File: src/hpcr_pkg.sv
// hpcr_pkg: offsets, field positions, reset values and phases of the port config bank
package hpcr_pkg;
  // ==========================================================================
  // register offsets
  localparam logic [7:0] OFS_CHARGE = 8'h06; // charging_port_support
  localparam logic [7:0] OFS_REMOV = 8'h07; // removable_port_config
  localparam logic [7:0] OFS_PORTUSED = 8'h08; // port_used_config
  localparam logic [7:0] OFS_PHY = 8'h09; // phy_tuning_config
  localparam logic [7:0] OFS_CFG2 = 8'h0a; // device_config_second
  // ==========================================================================
  // field positions
  localparam int REM_OVR_BIT = 7; // removable_override
  localparam int CFG2_BCCUST_BIT = 6; // custom charging features enable
  localparam int CFG2_POL_BIT = 5; // power enable polarity
  localparam int CFG2_HICUR_BIT = 4; // high current mode enable
  localparam int CFG2_AUTO_BIT = 1; // automatic mode disable
  // ==========================================================================
  // write masks (bits that accept a write)
  localparam logic [7:0] PHY_WMASK = 8'h23; // bit 5 and bits 1:0
  localparam logic [7:0] CFG2_WMASK = 8'h6c; // bits 6,5,3,2 always writable
  localparam logic [7:0] CFG2_OTP_MASK = 8'h12; // bits 4,1 writable when custom
  // ==========================================================================
  // reset values
  localparam logic [1:0] CHARGE_RST = 2'h0; // replaced by strap after release
  localparam logic [1:0] RMBL_RST = 2'h0;
  localparam logic [7:0] PORTUSED_RST = 8'h00;
  localparam logic [7:0] PHY_RST = 8'h00;
  localparam logic [7:0] CFG2_RST = 8'h00; // polarity bit replaced by strap
  localparam logic [7:0] UNMAPPED_RD = 8'h00;
  // ==========================================================================
  // bank phases
  typedef enum logic [0:0] {
    PH_STRAP = 1'b0, // first edge after reset release: take straps
    PH_RUN = 1'b1 // normal operation: loads and writes accepted
  } hpcr_phase_t;
endpackage

File: src/hpcr_bank.sv
// hpcr_bank: hub port configuration registers at offsets 6h to ah
// Overview of operation
// - charge enable one turns port charging on
// - charge enables captured from straps at release
// - eeprom or smbus may replace charge enables
// - charge register bits 7:2 read zero
// - override set: removability from register bits
// - override clear: bits locked, read inverted otp
// - bits 3:2 writable read zero; 6:2 zero
// - i2c mode loads eeprom, smbus mode host writes
`timescale 1ns/1ns
`default_nettype none
module hpcr_bank (
  // clock and reset
  input wire logic clk_sys_in,
  input wire logic arst_n_in,
  // straps and otp
  input wire logic [1:0] power_charge_strap_pins_in,
  input wire logic pwr_pol_strap_in,
  input wire logic [1:0] otp_non_removable_in,
  input wire logic otp_hicur_in,
  input wire logic otp_auto_dis_in,
  // configuration mode, 1 = i2c eeprom load, 0 = smbus host
  input wire logic i2c_mode_in,
  // eeprom loader writes
  input wire logic eeprom_wr_in,
  input wire logic [7:0] eeprom_addr_in,
  input wire logic [7:0] eeprom_data_in,
  // smbus host writes and reads
  input wire logic smbus_wr_in,
  input wire logic smbus_rd_in,
  input wire logic [7:0] smbus_addr_in,
  input wire logic [7:0] smbus_data_in,
  // read answer
  output logic [7:0] rd_data_out,
  output logic rd_valid_out,
  // port controls
  output logic [1:0] charge_port_enable_out,
  output logic [1:0] port_removable_out,
  output logic [7:0] phy_tuning_out,
  output logic [7:0] dev_cfg2_out
);
  // ==========================================================================
  // state
  hpcr_pkg::hpcr_phase_t phase_ff, nxt_phase; // strap capture then run
  logic [1:0] charge_en_ff, nxt_charge_en; // per port charging enable
  logic rem_ovr_ff, nxt_rem_ovr; // removable_override
  logic [1:0] rmbl_ff, nxt_rmbl; // software removable bits
  logic [7:0] phy_ff, nxt_phy; // phy tuning writable bits
  logic [7:0] cfg2_ff, nxt_cfg2; // stored second config bits
  logic [1:0] port_rmbl_ff, nxt_port_rmbl; // reported removability
  logic [7:0] rd_data_ff, nxt_rd_data; // read answer
  logic rd_valid_ff, nxt_rd_valid; // read answer strobe
  logic [7:0] cfg2_view_ff, nxt_cfg2_view; // second config as read
  logic wr_en; // selected write strobe
  logic [7:0] wr_addr; // selected write offset
  logic [7:0] wr_data; // selected write data
  // ==========================================================================
  // second config as seen: otp bits shown unless custom enabled
  function automatic logic [7:0] cfg2_view(input logic [7:0] stored, input logic hicur,
                                           input logic auto_dis);
    logic [7:0] v;
    v = stored;
    if (!stored[hpcr_pkg::CFG2_BCCUST_BIT]) begin
      v[hpcr_pkg::CFG2_HICUR_BIT] = hicur;
      v[hpcr_pkg::CFG2_AUTO_BIT] = auto_dis;
    end
    return v;
  endfunction
  // ==========================================================================
  // write source
  hpcr_wr_select u_wr_select (
    .i2c_mode_in(i2c_mode_in),
    .eeprom_wr_in(eeprom_wr_in),
    .eeprom_addr_in(eeprom_addr_in),
    .eeprom_data_in(eeprom_data_in),
    .smbus_wr_in(smbus_wr_in),
    .smbus_addr_in(smbus_addr_in),
    .smbus_data_in(smbus_data_in),
    .wr_en_out(wr_en),
    .wr_addr_out(wr_addr),
    .wr_data_out(wr_data)
  );
  // ==========================================================================
  // next state of the bank
  always_comb begin
    nxt_phase = phase_ff;
    nxt_charge_en = charge_en_ff;
    nxt_rem_ovr = rem_ovr_ff;
    nxt_rmbl = rmbl_ff;
    nxt_phy = phy_ff;
    nxt_cfg2 = cfg2_ff;
    case (phase_ff)
      hpcr_pkg::PH_STRAP: begin
        // first edge after release: straps land, writes wait one cycle
        nxt_charge_en = power_charge_strap_pins_in;
        nxt_cfg2[hpcr_pkg::CFG2_POL_BIT] = ~pwr_pol_strap_in;
        nxt_phase = hpcr_pkg::PH_RUN;
      end
      hpcr_pkg::PH_RUN: begin
        if (wr_en) begin
          case (wr_addr)
            hpcr_pkg::OFS_CHARGE: begin
              // only bits 1:0 stored, upper bits dropped
              nxt_charge_en = wr_data[1:0];
            end
            hpcr_pkg::OFS_REMOV: begin
              nxt_rem_ovr = wr_data[hpcr_pkg::REM_OVR_BIT];
              // bits 3:2 accept the write but hold nothing
              if (wr_data[hpcr_pkg::REM_OVR_BIT]) begin
                nxt_rmbl = wr_data[1:0];
              end
              // removable bits locked while override clear
            end
            hpcr_pkg::OFS_PHY: begin
              // reserved tuning bits keep their old value, writes never reach them
              nxt_phy = (phy_ff & ~hpcr_pkg::PHY_WMASK) | (wr_data & hpcr_pkg::PHY_WMASK);
            end
            hpcr_pkg::OFS_CFG2: begin
              nxt_cfg2 = (cfg2_ff & ~hpcr_pkg::CFG2_WMASK) | (wr_data & hpcr_pkg::CFG2_WMASK);
              // otp backed bits writable with custom bit, even in same write
              if (wr_data[hpcr_pkg::CFG2_BCCUST_BIT]) begin
                nxt_cfg2 = (nxt_cfg2 & ~hpcr_pkg::CFG2_OTP_MASK)
                           | (wr_data & hpcr_pkg::CFG2_OTP_MASK);
              end
            end
            default: begin
              // port used and unmapped offsets ignore writes
              nxt_phase = hpcr_pkg::PH_RUN;
            end
          endcase
        end
      end
      default: begin
        nxt_phase = hpcr_pkg::PH_STRAP;
      end
    endcase
  end
  // ==========================================================================
  // next state of reads and reported views
  always_comb begin
    // removability from register or inverted otp
    nxt_port_rmbl = rem_ovr_ff ? rmbl_ff : ~otp_non_removable_in;
    nxt_cfg2_view = cfg2_view(cfg2_ff, otp_hicur_in, otp_auto_dis_in);
    nxt_rd_valid = smbus_rd_in;
    nxt_rd_data = rd_data_ff;
    if (smbus_rd_in) begin
      case (smbus_addr_in)
        hpcr_pkg::OFS_CHARGE: nxt_rd_data = {6'h00, charge_en_ff};
        hpcr_pkg::OFS_REMOV: begin
          // bits 6:2 read zero; rmbl field follows override
          nxt_rd_data = {rem_ovr_ff, 5'h00, nxt_port_rmbl};
        end
        hpcr_pkg::OFS_PORTUSED: nxt_rd_data = hpcr_pkg::PORTUSED_RST;
        hpcr_pkg::OFS_PHY: nxt_rd_data = phy_ff;
        hpcr_pkg::OFS_CFG2: nxt_rd_data = nxt_cfg2_view;
        default: nxt_rd_data = hpcr_pkg::UNMAPPED_RD;
      endcase
    end
  end
  // ==========================================================================
  // registers
  always_ff @(posedge clk_sys_in or negedge arst_n_in) begin
    if (!arst_n_in) begin
      phase_ff <= hpcr_pkg::PH_STRAP;
      charge_en_ff <= hpcr_pkg::CHARGE_RST;
      rem_ovr_ff <= 1'b0;
      rmbl_ff <= hpcr_pkg::RMBL_RST;
      phy_ff <= hpcr_pkg::PHY_RST;
      cfg2_ff <= hpcr_pkg::CFG2_RST;
      port_rmbl_ff <= hpcr_pkg::RMBL_RST;
      rd_data_ff <= hpcr_pkg::UNMAPPED_RD;
      rd_valid_ff <= 1'b0;
      cfg2_view_ff <= hpcr_pkg::CFG2_RST;
    end else begin
      phase_ff <= nxt_phase;
      charge_en_ff <= nxt_charge_en;
      rem_ovr_ff <= nxt_rem_ovr;
      rmbl_ff <= nxt_rmbl;
      phy_ff <= nxt_phy;
      cfg2_ff <= nxt_cfg2;
      port_rmbl_ff <= nxt_port_rmbl;
      rd_data_ff <= nxt_rd_data;
      rd_valid_ff <= nxt_rd_valid;
      cfg2_view_ff <= nxt_cfg2_view;
    end
  end
  // ==========================================================================
  // outputs, each straight from a flip-flop
  assign charge_port_enable_out = charge_en_ff; // one enables charging
  assign port_removable_out = port_rmbl_ff;
  assign phy_tuning_out = phy_ff;
  assign dev_cfg2_out = cfg2_view_ff;
  assign rd_data_out = rd_data_ff;
  assign rd_valid_out = rd_valid_ff;
endmodule // hpcr_bank
`default_nettype wire

File: src/hpcr_wr_select.sv
// hpcr_wr_select: picks the write source of the bank by configuration mode
`timescale 1ns/1ns
`default_nettype none
module hpcr_wr_select (
  // mode
  input wire logic i2c_mode_in,
  // eeprom loader
  input wire logic eeprom_wr_in,
  input wire logic [7:0] eeprom_addr_in,
  input wire logic [7:0] eeprom_data_in,
  // smbus host
  input wire logic smbus_wr_in,
  input wire logic [7:0] smbus_addr_in,
  input wire logic [7:0] smbus_data_in,
  // selected write
  output logic wr_en_out,
  output logic [7:0] wr_addr_out,
  output logic [7:0] wr_data_out
);
  // ==========================================================================
  // source select
  // in i2c mode only the eeprom loader writes, otherwise only the smbus host
  always_comb begin
    if (i2c_mode_in) begin
      wr_en_out = eeprom_wr_in;
      wr_addr_out = eeprom_addr_in;
      wr_data_out = eeprom_data_in;
    end else begin
      wr_en_out = smbus_wr_in;
      wr_addr_out = smbus_addr_in;
      wr_data_out = smbus_data_in;
    end
  end
endmodule // hpcr_wr_select
`default_nettype wire

File: config.mk
export PLATFORM = sky130hd
export DESIGN_NAME = hpcr_bank
export DESIGN_NICKNAME = d
export VERILOG_FILES = /design/src/hpcr_pkg.sv /design/src/hpcr_bank.sv /design/src/hpcr_wr_select.sv
export SDC_FILE = /design/constraint.sdc
export NUM_CORES = 1
export LEC_CHECK = 0
export BUFFER_PORTS_ARGS = -buffer_cell sky130_fd_sc_hd__buf_2
export CAP_MARGIN = 40
export CORE_MARGIN = 2
export CORE_UTILIZATION = 23
export DETAILED_ROUTE_END_ITERATION = 10
export PLACE_DENSITY_LB_ADDON = 0.05
export SLEW_MARGIN = 20
export SYNTH_ARGS = -nofsm -noshare
export SYNTH_HDL_FRONTEND = slang
export SYNTH_SLANG_ARGS = --single-unit
File: constraint.sdc
create_clock -name clk_sys_in -period 1.4 [get_ports clk_sys_in]
set_input_delay 0.28 -clock clk_sys_in [delete_from_list [all_inputs] [get_ports clk_sys_in]]
set_output_delay 0.28 -clock clk_sys_in [all_outputs]
set_load 0.1 [all_outputs]
==> Word-level counts from Yosys, hierarchy flattened <==
Index checks and enable logic that the tools add are counted.
W data, S select, Z words.
{ "totals": {"ff_bits": 41, "out_inout_bits": 29, "latch_bits": 0, "word_cells": 48, "romBits": 0, "inputBits": 45, "memories": 0, "ramBits": 0} }
{ "classes": {"n_eq_ne": 11, "n_div": 0, "order_cmp": 0, "shifts": 0, "reduce_logical": 6, "n_mul": 0, "addsub": 0, "bitwise_logic": 6, "mux": 14} }
{ "op_table": {"columns": ["op", "n"], "rows": [
  ["$eq A8 B3 Y1 const B", 4],
  ["$eq A8 B4 Y1 const B", 4],
  ["$pmux W8 S4", 1],
  ["$mux W8", 3],
  ["$mux W6", 2],
  ["$reduce_and A3 Y1", 3],
  ["$or A8 B5 Y8", 1],
  ["$or A8 B6 Y8", 1],
  ["$or A8 B7 Y8", 1],
  ["$mux W2", 3],
  ["$ne A2 B1 Y1 const B", 3],
  ["$pmux W2 S2", 1],
  ["$reduce_and A2 Y1", 2],
  ["$reduce_and A4 Y1", 1],
  ["$mux W1", 3],
  ["$not A1 Y1", 2],
  ["$not A2 Y2", 1],
  ["$pmux W1 S2", 1]
]} }

==> Longest topological paths before layout <==
{ "logic_depth": {"word_depth": 7, "ltp_mapped": 6, "mapped_depth_nobuf": 4} }

==> Cells and area by module <==
A second synthesis with hierarchy kept.
{ "hier_totals": {"hier_cells": 130, "hier_area_um2": 1689.1} }
{ "by_module_without_submodules": {"columns": ["mod", "area_each_um2", "cells_each", "n_inst"], "rows": [
  ["hpcr_bank", 1428.9, 111, 1],
  ["hpcr_wr_select", 260.2, 19, 1]
]} }

==> Worst setup path after synthesis <==
OpenSTA, ideal clock, no wires.
{ "synth_timing": {"kind": "input to register", "from": "input smbus_addr_in[4]", "to": "register rmbl_ff[0]", "path_slack_ns": -0.217, "path_stages": 4, "arrival_ns": 1.490, "setup_time_ns": 0.127, "required_ns": 1.273, "path_buffers": 0, "path_cell_list": "nor4_2 > a32o_2 > and4bb_4 > mux2_1"} }
{ "synth_between": {"elab_chain_cells": 3} }
{ "synth_lines": {"columns": ["element", "line_no", "text"], "rows": [
  ["start: declaration", "hpcr_bank.sv:32", "input wire logic [7:0] smbus_addr_in,"],
  ["$mux W8", "hpcr_wr_select.sv:24", "if (i2c_mode_in) begin"],
  ["$eq A8 B3 Y1", null, null],
  ["$reduce_and A4 Y1 (no line)", null, null],
  ["end signal: assignment", "hpcr_bank.sv:168", "rmbl_ff <= hpcr_pkg::RMBL_RST;"],
  ["end signal: assignment", "hpcr_bank.sv:179", "rmbl_ff <= nxt_rmbl;"],
  ["end: declaration", "hpcr_bank.sv:48", "logic [1:0] rmbl_ff, nxt_rmbl;"]
]} }
Every way passes these cells.
A chain may end at the register's enable or synchronous reset.

==> Worst setup path in the final report <==
{ "layout_timing": {"from": "input smbus_addr_in[5]", "to": "register rmbl_ff[1]"} }
The elaborated chain is that of the path after synthesis.

==> impl_metrics.ini <==
[logic_synthesis]
ys_seq_area_frac = 0.4665
synth_cell_types = 49
async_flop_share = 1.000
synthesis.area_um2 = 1717
synth_edf_count = 0
yosysTopAreaCell = dfrtp_1
synth_area_leaders = dfrtp_1 (47%), mux2_2 (6.6%), nand2b_1 (3.3%)
synth_top_area_share = 0.4665
synth_seq_cells = 32
synthCells = 145
synth.avg_cell_area_um2 = 11.84
synth_warnings = 0
synthFlopType = dfrtp_1
synthMostInstantiatedCell = dfrtp_1
yosys-top-cells-count = dfrtp_1 (32), mux2_2 (10), nand2b_1 (9), buf_4 (7)

[worst_setup_path]
rr_startpoint = phase_ff
arrival_ps = 1570
r2r-end = rmbl_ff[1]
cp-end-kind = register
worstPathRequired_ps = 1570
r2r_cells = 3
path_class = input pin to register
crit_path_max_fanout = 3
reg2reg_slack_ps = 170
startpoint_type = input pin

[placement]
place_hpwl_um = 3983
pre_cts_slack_ps = -316.5
gp_congestion = 0.8248
port_buffers = 66
placed_cells = 333

[clocking]
cts_root_buffer = clkbuf_8
htreeDepth = 2
cts.sinks = 32
tritoncts = built
cts-buffers-inserted = 5
clkLatencyLatePin_ps = 280
clockBufferDepth = 2
cts.hold.buffers_added = 0
clk_pin_slew_ps = 70

[grt]
track_usage = 0.1263
first_global_vias = 1638
grt_pass1_wl_um = 8121
grt-ovfl-total = 0
antenna_found_initial = 0
grt_max_degree = 33

[sta]
holdWs_ps = 26.86
clock_skew_ps = 5.574
grt_setup_unrepaired = true
period_share = 1.006
fmax_ghz = 0.7103
fin_ws_ps = -7.797
hold_viol_final = 0
finalMaxSlewViolations = 0
finalSetupViolCount = 2
period_minus_slack_ps = 1408

[route]
first_iter_violations = 29
first_pass_iters = 4
num_vias = 1465
wl_per_cell_um = 14.20
routed_wl_um = 4870
vias_per_cell = 4.271
ant_nets = 0
route.detailed.drc = 0

[power_and_ir_drop]
p_int_w = 0.001689
power.share.sequential = 0.401
ir_drop_mv = 0.5277
combPwrFrac = 0.244
netSwitchingPower_w = 0.0007578
pwr-share-clk = 0.355
p_leak_nw = 1.299
total_power_w = 0.002446
switching_share = 0.3098
p_per_area_nw_per_um2 = 925.3

[floorplan]
dieHeight_um = 90.39
die_w_um = 90.39
num_io_pins = 74
start_util = 0.2367
core_area_um2 = 7253
dieArea_um2 = 8170
rows = 31

[run]
cap_violations = 0

[run_status]
violations = setup timing
status = complete, but fails checks

[layout]
drive_above_1_share = 0.5410
stdcell_count = 343
nets = 288
syn_to_final_growth_pct = 54.01
antenna_cells = 0
utilization = 0.3645

[hold_path]
hold_class = input pin to asynchronous set/reset pin
## worst max path at each step
| stage | end | cells after the start | start |
|---|---|---|---|
| 6_report | rmbl_ff[1] | 5 | smbus_addr_in[5] |
| 5_1_grt | rmbl_ff[1] | 5 | smbus_addr_in[5] |
| 4_1_cts | rmbl_ff[1] | 5 | smbus_addr_in[5] |
| 3_5_place_dp | phy_tuning_out[1] | 5 | smbus_addr_in[7] |
| 3_3_place_gp | phy_tuning_out[0] | 6 | eeprom_addr_in[4] |
| 2_1_floorplan | rmbl_ff[0] | 4 | smbus_addr_in[7] |
## per-stage QoR
step / area (um^2) / setup TNS (ps)
floorplan: 1775 / -951.4
global placement: 2484 / -3360
detailed placement: 2484 / -4046
CTS: 2611 / 0
global route: 2644 / -318.6
finish: 2644 / -14.31
## cells in the final DEF, fill, tap and decap left out, types with 2 or more instances in the layout
cell type	count
a31oi_1	2
mux2i_1	4
nand2_1	5
dfrtp_1	30
a21o_1	3
dfrtp_2	2
nand2b_1	9
mux2_4	7
nand4_1	4
o211ai_1	3
conb_1	8
buf_6	2
mux2_2	9
buf_4	29
buf_2	56
inv_1	5
buf_12	9
o32ai_1	2
nor2b_1	5
o2bb2ai_1	4
nand3_1	4
clkbuf_8	5
and2_1	3
a22o_1	4
## state kept, by name (all words and copies together) (netlist names)
name                    cells
rd_valid_out                1
rem_ovr_ff                  1
dev_cfg2_out                6
phy_tuning_out              3
rd_data_out                 8
charge_port_enable_out      2
rmbl_ff                     2
phase_ff                    1
cfg2_ff                     6
port_removable_out          2
## repair_timing
| action | in CTS | in global routing |
|---|---|---|
| endpoints found under the setup margin | 2 | 9 |
| resized for setup | 3 | 3 |
| endpoints found under the hold margin | 0 | 0 |
| pin swaps | 3 | 4 |
| setup buffers | 0 | 2 |
## layout make-up
class / count / area [um^2]
Clock buffer: 6 / 72.57
Clock inverter: 2 / 35.03
Multi-Input combinational cell: 102 / 885.9
Timing Repair Buffer: 96 / 700.7
Sequential cell: 32 / 803.3
Fill cell: 735 / 4609
Tap cell: 99 / 123.9
Inverter: 6 / 22.52
## cells by family (layout without fill, tap and decap cells)
family | Yosys count | after routing | synth area share
other | 2 | 8 | 0.004375
muxes | 20 | 20 | 0.1327
buffers and inverters | 17 | 110 | 0.06268
DFF | 32 | 32 | 0.4665
and+or+nand+nor | 45 | 45 | 0.1859
AOI/OAI and AO/OA | 29 | 29 | 0.1480
## power by group through the flow
stage / combinational [W] / sequential [W] / clock [W]
floorplan: 0.000236 / 0.00114 / 0
global placement: 0.000590 / 0.000998 / 0
detailed placement: 0.000593 / 0.000999 / 0
CTS: 0.000600 / 0.000981 / 0.000904
global route: 0.000638 / 0.000985 / 0.000942
finish: 0.000597 / 0.000981 / 0.000868
## critical path, cell delays in order
cell and delay [ps]:
buf_6 100, nor4_4 340, a32o_2 270, and4bb_4 280, mux2_4 300
## metal layers
metal  global-route usage  vias to the layer above  part of all wire
li1                     -                      718                 -
met1               0.1656                      685              0.46
met2               0.1999                       54              0.47
met3              0.03589                        8             0.051
met4              0.04359                        0             0.015
met5                    0                        -                 0
(Power assumes the default switching activity.)
